**config.mk**
```make
export PLATFORM = sky130hd
export DESIGN_NAME = ccc_channel
export DESIGN_NICKNAME = d
export VERILOG_FILES = /design/src/rtl/ccc_pkg.sv /design/src/rtl/ccc_edge_sync.sv /design/src/rtl/ccc_channel.sv
export SDC_FILE = /design/constraint.sdc
export NUM_CORES = 1
export LEC_CHECK = 0
export BUFFER_PORTS_ARGS = -buffer_cell sky130_fd_sc_hd__buf_2
export CAP_MARGIN = 15
export CORE_ASPECT_RATIO = 1.5
export CORE_MARGIN = 2
export CORE_UTILIZATION = 51
export DETAILED_ROUTE_END_ITERATION = 16
export PLACE_DENSITY = 0.77
export SYNTH_ARGS = -nofsm -noshare
export SYNTH_HDL_FRONTEND = slang
export SYNTH_SLANG_ARGS = --single-unit
```
**constraint.sdc**
```tcl
create_clock -name core_clk -period 2.07 [get_ports core_clk]
set_input_delay 0.1035 -clock core_clk [delete_from_list [all_inputs] [get_ports core_clk]]
set_output_delay 0.1035 -clock core_clk [all_outputs]
set_load 0.005 [all_outputs]
```
**src/rtl/ccc_pkg.sv**
```systemverilog
package ccc_pkg;

  // special function register addresses
  localparam logic [7:0] CCC_ADDR_MODE     = 8'hDB; // channel mode register
  localparam logic [7:0] CCC_ADDR_CMP_LOW  = 8'hFB; // compare value low byte
  localparam logic [7:0] CCC_ADDR_CMP_HIGH = 8'hFC; // compare value high byte

  // mode register field positions
  localparam int CCC_MODE_WIDE = 7; // wide pulse select
  localparam int CCC_MODE_CMP_EN = 6; // comparator function enable
  localparam int CCC_MODE_RISE = 5; // rising capture enable
  localparam int CCC_MODE_FALL = 4; // falling capture enable
  localparam int CCC_MODE_MATCH  = 3; // match flag enable
  localparam int CCC_MODE_TOGGLE = 2; // toggle output enable
  localparam int CCC_MODE_PWM  = 1; // pulse output enable
  localparam int CCC_MODE_IRQ  = 0; // flag interrupt enable

  // reset values
  localparam logic [7:0]  CCC_MODE_RST   = 8'h00; // mode register
  localparam logic [15:0] CCC_CMP_RST    = 16'h0000; // capture/compare pair
  localparam logic [15:0] CCC_RELOAD_RST = 16'h0000; // auto-reload pair
  localparam logic        CCC_PIN_RST    = 1'b0; // output pin level
  localparam logic [7:0]  CCC_RDATA_IDLE = 8'h00; // read data when idle or unmapped

  // counter width and narrow pulse widths
  localparam int          CCC_CNT_W      = 16; // counter array width
  localparam logic [1:0]  CCC_WIDTH_8    = 2'h0; // narrow width select for 8-bit
  localparam logic [15:0] CCC_MASK_FULL  = 16'hFFFF; // 16-bit compare mask
  localparam logic [15:0] CCC_MASK_BYTE  = 16'h00FF; // 8-bit compare mask
  localparam logic [15:0] CCC_MASK_9     = 16'h01FF; // 9-bit compare mask
  localparam logic [15:0] CCC_MASK_10    = 16'h03FF; // 10-bit compare mask
  localparam logic [15:0] CCC_MASK_11    = 16'h07FF; // 11-bit compare mask

  // output function chosen by the pulse and toggle bits
  typedef enum logic [1:0]
  {
    CCC_FN_IDLE   = 2'b00,
    CCC_FN_TOGGLE = 2'b01,
    CCC_FN_PWM    = 2'b10,
    CCC_FN_FREQ   = 2'b11
  } ccc_fn_type;

endpackage

```
**src/rtl/ccc_edge_sync.sv**
```systemverilog
`timescale 1ns/1ps

// brings the capture pin into the core clock and flags its edges
module ccc_edge_sync
(
  input  wire logic core_clk,  // core clock
  input  wire logic rst_b,     // synchronous reset, active low
  input  wire logic pin_in,    // raw capture pin
  output logic      rise,      // one-cycle pulse on rising edge
  output logic      fall       // one-cycle pulse on falling edge
);

  logic meta;  // first stage, read only by the second stage
  logic sync;  // second stage, safe level
  logic prev;  // previous safe level for edge detection

  //////////////////////////////////////////////////////////////////////////////
  // two-stage synchroniser; pin is asynchronous to the core clock
  always_ff @(posedge core_clk)
  begin
    if (!rst_b)
    begin
      meta <= 1'b0;
      sync <= 1'b0;
    end
    else
    begin
      meta <= pin_in;
      sync <= meta;
    end
  end

  //////////////////////////////////////////////////////////////////////////////
  // edge detect on the safe level only
  always_ff @(posedge core_clk)
  begin
    if (!rst_b)
      prev <= 1'b0;
    else
      prev <= sync;
  end

  assign rise = sync & ~prev;
  assign fall = ~sync & prev;

endmodule

```
**src/rtl/ccc_channel.sv**
```systemverilog
`timescale 1ns/1ps

// How it works
// - low address reaches compare value low byte
// - auto-reload select redirects low address to reload
// - writing low byte clears comparator enable
// - high address reaches high byte or reload
// - writing high byte sets comparator enable
// - bit 7 picks narrow or 16-bit pulse
// - bit 6 gates every compare based function
// - bit 5 enables capture on rising edge
// - bit 4 enables capture on falling edge
// - bit 3 sets event flag on match
// - bit 2 toggles output pin on match
// - toggle plus pulse gives frequency output
// - bit 1 drives pulse width modulated output
// - bit 0 passes event flag to interrupt
module ccc_channel
  import ccc_pkg::*;
(
  input  wire logic        core_clk,            // core clock, 100 MHz
  input  wire logic        rst_b,               // synchronous reset, active low
  input  wire logic [7:0]  sfr_addr,            // register address
  input  wire logic        sfr_wr,              // write strobe, one cycle
  input  wire logic        sfr_rd,              // read strobe, one cycle
  input  wire logic [7:0]  sfr_wdata,           // write data
  output logic      [7:0]  sfr_rdata,           // read data, valid the cycle after sfr_rd
  input  wire logic        auto_reload_select,  // steers byte addresses to reload value
  input  wire logic [1:0]  pulse_width_select,  // narrow width: 0..3 gives 8..11 bits
  input  wire logic [15:0] counter_value,       // counter array value
  input  wire logic        count_tick,          // counter advanced this cycle
  input  wire logic        capture_pin,         // asynchronous capture input
  input  wire logic        flag_clear,          // clears the event flag, one cycle
  output logic             channel1_event_flag, // capture/compare flag
  output logic             flag_irq,            // interrupt request level
  output logic             channel1_output_pin, // compare / pulse output
  output logic      [7:0]  channel1_mode        // mode register contents
);

  //////////////////////////////////////////////////////////////////////////////
  // declarations
  logic [15:0] cmp_value;   // capture/compare pair
  logic [15:0] reload;      // auto-reload pair for 9 to 11 bit pulses
  logic        cap_rise;    // synchronised rising edge
  logic        cap_fall;    // synchronised falling edge
  logic        cap_hit;     // enabled capture edge
  logic        wr_low;      // write to low byte address
  logic        wr_high;     // write to high byte address
  logic        cmp_en;      // comparator function enable
  logic [15:0] mask;        // active compare width
  logic        hit;         // counter equals compare value
  logic        wrap;        // counter rolled to zero in the active width
  logic        next_flag;   // flag value for the next cycle
  ccc_fn_type  fn;          // output function

  // mask for the active compare width
  function automatic logic [15:0] width_mask(input logic [1:0] sel);
    case (sel)
      2'h0:    width_mask = CCC_MASK_BYTE;
      2'h1:    width_mask = CCC_MASK_9;
      2'h2:    width_mask = CCC_MASK_10;
      default: width_mask = CCC_MASK_11;
    endcase
  endfunction

  ccc_edge_sync u_edge
  (
    .core_clk (core_clk),
    .rst_b    (rst_b),
    .pin_in   (capture_pin),
    .rise     (cap_rise),
    .fall     (cap_fall)
  );

  //////////////////////////////////////////////////////////////////////////////
  // decode
  assign wr_low  = sfr_wr && (sfr_addr == CCC_ADDR_CMP_LOW);
  assign wr_high = sfr_wr && (sfr_addr == CCC_ADDR_CMP_HIGH);
  assign cmp_en  = channel1_mode[CCC_MODE_CMP_EN];
  assign fn      = ccc_fn_type'({channel1_mode[CCC_MODE_PWM], channel1_mode[CCC_MODE_TOGGLE]});
  assign cap_hit = (cap_rise && channel1_mode[CCC_MODE_RISE])
                || (cap_fall && channel1_mode[CCC_MODE_FALL]);

  // compare width: full word unless narrow pulse or frequency output
  always_comb
  begin
    if (fn == CCC_FN_FREQ)
      mask = CCC_MASK_BYTE;                      // frequency output compares low byte
    else if (fn == CCC_FN_PWM && !channel1_mode[CCC_MODE_WIDE])
      mask = width_mask(pulse_width_select);
    else
      mask = CCC_MASK_FULL;
  end

  // match and wrap only count on a counter step, else one value matches many cycles
  assign hit  = count_tick && ((counter_value & mask) == (cmp_value & mask));
  assign wrap = count_tick && ((counter_value & mask) == 16'h0000);

  //////////////////////////////////////////////////////////////////////////////
  // mode register; byte writes to the compare pair move the enable bit
  always_ff @(posedge core_clk)
  begin
    if (!rst_b)
      channel1_mode <= CCC_MODE_RST;
    else if (sfr_wr && sfr_addr == CCC_ADDR_MODE)
      channel1_mode <= sfr_wdata;
    else if (wr_low)
      channel1_mode[CCC_MODE_CMP_EN] <= 1'b0;
    else if (wr_high)
      channel1_mode[CCC_MODE_CMP_EN] <= 1'b1;
  end

  //////////////////////////////////////////////////////////////////////////////
  // capture/compare pair; a capture edge beats a software write in the same cycle
  always_ff @(posedge core_clk)
  begin
    if (!rst_b)
      cmp_value <= CCC_CMP_RST;
    else if (cap_hit)
      cmp_value <= counter_value;
    else if (wr_low && !auto_reload_select)
      cmp_value[7:0] <= sfr_wdata;
    else if (wr_high && !auto_reload_select)
      cmp_value[15:8] <= sfr_wdata;
    else if (cmp_en && fn == CCC_FN_PWM && wrap && !channel1_mode[CCC_MODE_WIDE])
    begin
      // narrow pulse reloads at wrap so a new duty never glitches mid period
      if (pulse_width_select == CCC_WIDTH_8)
        cmp_value[7:0] <= cmp_value[15:8];
      else
        cmp_value <= reload;
    end
    else if (cmp_en && fn == CCC_FN_FREQ && hit)
      cmp_value[7:0] <= 8'(cmp_value[7:0] + cmp_value[15:8]);
  end

  //////////////////////////////////////////////////////////////////////////////
  // auto-reload pair, reached through the same addresses
  always_ff @(posedge core_clk)
  begin
    if (!rst_b)
      reload <= CCC_RELOAD_RST;
    else if (wr_low && auto_reload_select)
      reload[7:0] <= sfr_wdata;
    else if (wr_high && auto_reload_select)
      reload[15:8] <= sfr_wdata;
  end

  //////////////////////////////////////////////////////////////////////////////
  // output pin; nothing moves while the comparator is disabled
  always_ff @(posedge core_clk)
  begin
    if (!rst_b)
      channel1_output_pin <= CCC_PIN_RST;
    else if (cmp_en)
    begin
      case (fn)
        CCC_FN_TOGGLE:
          if (hit)
            channel1_output_pin <= ~channel1_output_pin;
        CCC_FN_FREQ:
          if (hit)
            channel1_output_pin <= ~channel1_output_pin;
        CCC_FN_PWM:
          // wrap wins so a compare value of zero gives a steady high
          if (wrap)
            channel1_output_pin <= 1'b1;
          else if (hit)
            channel1_output_pin <= 1'b0;
        CCC_FN_IDLE:
          channel1_output_pin <= channel1_output_pin;
        default:
          channel1_output_pin <= channel1_output_pin;
      endcase
    end
  end

  //////////////////////////////////////////////////////////////////////////////
  // event flag; a set in the clearing cycle wins
  assign next_flag = cap_hit
                  || (hit && cmp_en && channel1_mode[CCC_MODE_MATCH])
                  || (channel1_event_flag && !flag_clear);

  always_ff @(posedge core_clk)
  begin
    if (!rst_b)
      channel1_event_flag <= 1'b0;
    else
      channel1_event_flag <= next_flag;
  end

  // interrupt request follows the flag through the mask
  always_ff @(posedge core_clk)
  begin
    if (!rst_b)
      flag_irq <= 1'b0;
    else
      flag_irq <= next_flag && channel1_mode[CCC_MODE_IRQ];
  end

  //////////////////////////////////////////////////////////////////////////////
  // register reads; unmapped addresses return zero
  always_ff @(posedge core_clk)
  begin
    if (!rst_b)
      sfr_rdata <= CCC_RDATA_IDLE;
    else if (!sfr_rd)
      sfr_rdata <= CCC_RDATA_IDLE;
    else if (sfr_addr == CCC_ADDR_MODE)
      sfr_rdata <= channel1_mode;
    else if (sfr_addr == CCC_ADDR_CMP_LOW)
      sfr_rdata <= auto_reload_select ? reload[7:0] : cmp_value[7:0];
    else if (sfr_addr == CCC_ADDR_CMP_HIGH)
      sfr_rdata <= auto_reload_select ? reload[15:8] : cmp_value[15:8];
    else
      sfr_rdata <= CCC_RDATA_IDLE;
  end
endmodule

```
==> impl_metrics.json <==
{
  "yosys.area.top_type": "dfxtp_1",
  "cts_tree": "done",
  "dp_hpwl_um": 8350,
  "grt-ovfl-total": 0,
  "io_buffers": 60,
  "drc": 0,
  "grt.met2_usage_pct": 50.1,
  "coreArea_um2": 6490,
  "status": "complete, but fails checks",
  "swShare_pct": 26.2,
  "yosysMostFrequentCell": "nor2_1",
  "worst_pin_slew_ns": 0.575,
  "post_route_cells_drive_above_1_share_pct": 36.5,
  "p_leak_nw": 1.98,
  "crit_arrival_ns": 2.44,
  "totalPowerFinal_mw": 2.02,
  "vias_per_cell": 6.40,
  "vias": 3837,
  "hold_class": "in2reg",
  "grt_first_pass_wirelength_um": 17100,
  "ys_top_cells_by_area": "dfxtp_1 (32%), mux2i_1 (14%), nor2_1 (6.1%), nand2_1 (4.3%), xnor2_1 (4.1%)",
  "start_kind": "register",
  "clockBufferDepth": 2,
  "p_comb_share_pct": 10.2,
  "yosys_warnings": 0,
  "slew_headroom_pct": 61.4,
  "antenna_found_initial": 0,
  "worstSetupEndpoint": "cmp_value[7]",
  "ys_seq_area_share_pct": 31.7,
  "netSwitchingPower_mw": 0.529,
  "finClkSkew_ns": 0.0127,
  "rsz0062_at_grt": "yes",
  "grtUsageTotal_pct": 29.4,
  "worst_r2r_path_depth": 8,
  "cts_root_buf": "clkbuf_8",
  "drtAntennaViolNets": 0,
  "syn_avg_cell_area_um2": 8.25,
  "yosysTopAreaCellShare_pct": 31.7,
  "grt_max_degree": 26,
  "crit_path_start": "cmp_value[4]",
  "syn_area_um2": 3410,
  "grt_pass1_vias": 3493,
  "synthTopCellsByCount": "nor2_1 (55), dfxtp_1 (54), mux2i_1 (49), nand2_1 (39), nand3_1 (21)",
  "fmax_mhz": 449,
  "postRouteWirelength_um": 12200,
  "peakVddDrop_mv": 0.290,
  "wl_per_cell_um": 20.3,
  "finalHoldViolations": 1,
  "netlist_instances": 413,
  "synth_edf_count": 0,
  "yosys_most_used_dff": "dfxtp_1",
  "cap_violations": 0,
  "reg2reg_from": "cmp_value[4]",
  "synth_seq_cells": 54,
  "die_width_um": 70.7,
  "syn_to_final_growth_pct": 34.5,
  "async_reset_ff_share_pct": 0,
  "synth_cell_types": 54,
  "nets": 573,
  "die_h_um": 104,
  "power.density_nw_per_um2": 440,
  "power.internal_mw": 1.49,
  "cp_max_fo": 5,
  "holdWs_ns": -0.00948,
  "syn_nets": 463,
  "finalSetupViolCount": 7,
  "antennaDiodeCount": 0,
  "r2r_slack_ns": -0.16,
  "setup_slack_ns": -0.159,
  "worstSkewPairLatency_ns": 0.34,
  "ios": 61,
  "cp.required_ns": 2.28,
  "globalplace.congestion": 0.952,
  "rows": 36,
  "reg2reg_to": "cmp_value[7]",
  "endpoint_kind": "register",
  "numCtsBuffers": 5,
  "criticalPathCategory": "reg2reg",
  "first_pass_iters": 5,
  "ctsHtreeMaxLevel": 2,
  "busiest_layer": "met2",
  "dieArea_um2": 7360,
  "initial_core_util_pct": 52.5,
  "pwr-share-seq_pct": 51.8,
  "clock-sinks": 54,
  "period_needed_ns": 2.23,
  "fin_crit_sh_pct": 108,
  "clkPwrFrac_pct": 38.0,
  "drtIter0Drc": 411,
  "grt_use_met1_pct": 33.9,
  "met3_usage_pct": 3.39,
  "failed_checks": "hold timing, setup timing",
  "slew_violations": 0,
  "clk_pin_slew_ns": 0.10
}
sequential cells by signal, indices dropped and copies added, names as in the netlist, 8 cells and up:
register	flops
channel1_mode	8
cmp_value	16
reload	16
sfr_rdata	8
kinds of logic after synthesis:
logic type	after synthesis	synth area share [%]
and+or+nand+nor	161	22.2
AOI/OAI and AO/OA	80	16.9
muxes	54	16.0
DFF	54	31.7
buffers and inverters	34	4.30
xor gates and xnor gates	22	5.66
adders and majority gates	8	3.16
worst max-delay path: stages (launching register included):
cell and delay, ns:
dfxtp_1 0.48, ha_4 0.27, nand3_1 0.12, o211ai_1 0.16, o41ai_2 0.33, xnor2_1 0.16, mux2_2 0.30, o211ai_1 0.20
a221oi_2 0.08
stage by stage:
stage	area (µm²)	setup WS, ns	utilization (%)	std cells	TNS, ns
after CTS	4320	-0.0170	66.7	592	-0.0223
after floorplan	3420	0.00204	-	413	0
after global placement	4130	-0.0501	63.7	578	-0.0664
after global routing	4580	-0.250	70.6	600	-1.81
final	4580	-0.159	70.6	600	-0.453
after detailed placement	4130	-0.0973	63.7	578	-0.336
cell type report:
cell class	count	area, µm²
sequential	54	1100
timing repair buffer	123	805
clock buffer	5	68.8
fill	500	1900
clock inverter	3	43.8
tap	76	95.1
inverter	13	48.8
multi-input combinational	326	2420
metal layers:
layer  vias to the layer above  wire, µm
li1                       1715         -
met1                      1784      4390
met2                       247      5800
met3                        91       964
met4                         0      1030
met5                         -         0
worst min path at each step:
stage                           start               end  slack [ns]  depth (start not counted)
after floorplan                sfr_wr  channel1_mode[6]        0.21                          1
final                          sfr_wr  channel1_mode[6]      -0.009                          2
after detailed placement  capture_pin       u_edge.meta        0.31                          2
after CTS                      sfr_wr  channel1_mode[6]      0.0001                          2
after global placement    capture_pin       u_edge.meta        0.31                          2
after global routing           sfr_wr  channel1_mode[6]        0.02                          2
power by group through the flow:
stage / logic, mW / registers [mW] / clock network [mW]
after detailed placement: 0.183 / 1.07 / 0
after global routing: 0.216 / 1.04 / 0.786
after CTS: 0.190 / 1.05 / 0.757
after floorplan: 0.0817 / 1.07 / 0
after global placement: 0.180 / 1.07 / 0
final: 0.205 / 1.04 / 0.766
cells in the final DEF (no fill, tap or decap), drive strengths merged, types with 4 or more instances in the layout:
cell type,count
o2111ai,8
o21a,4
ha,7
nor2,55
inv,13
xnor2,16
nand4,6
clkbuf,5
o211ai,4
nand2b,6
o22ai,8
mux2i,49
xor2,6
or3,4
nor3,12
and2,4
mux2,5
dfxtp,54
o21ai,14
a211oi,9
nand2,39
buf,122
nand3,22
a221oi,4
a21oi,14
timing repair:
action | CTS | global route
hold endpoints to repair | 1 | 0
gates cloned | 0 | 1
pin swaps | 5 | 26
gates resized for setup | 10 | 41
setup endpoints to repair | 7 | 17
hold buffers | 1 | 0
setup buffers | 5 | 8
Note: power is estimated with default switching activity, not from simulation.
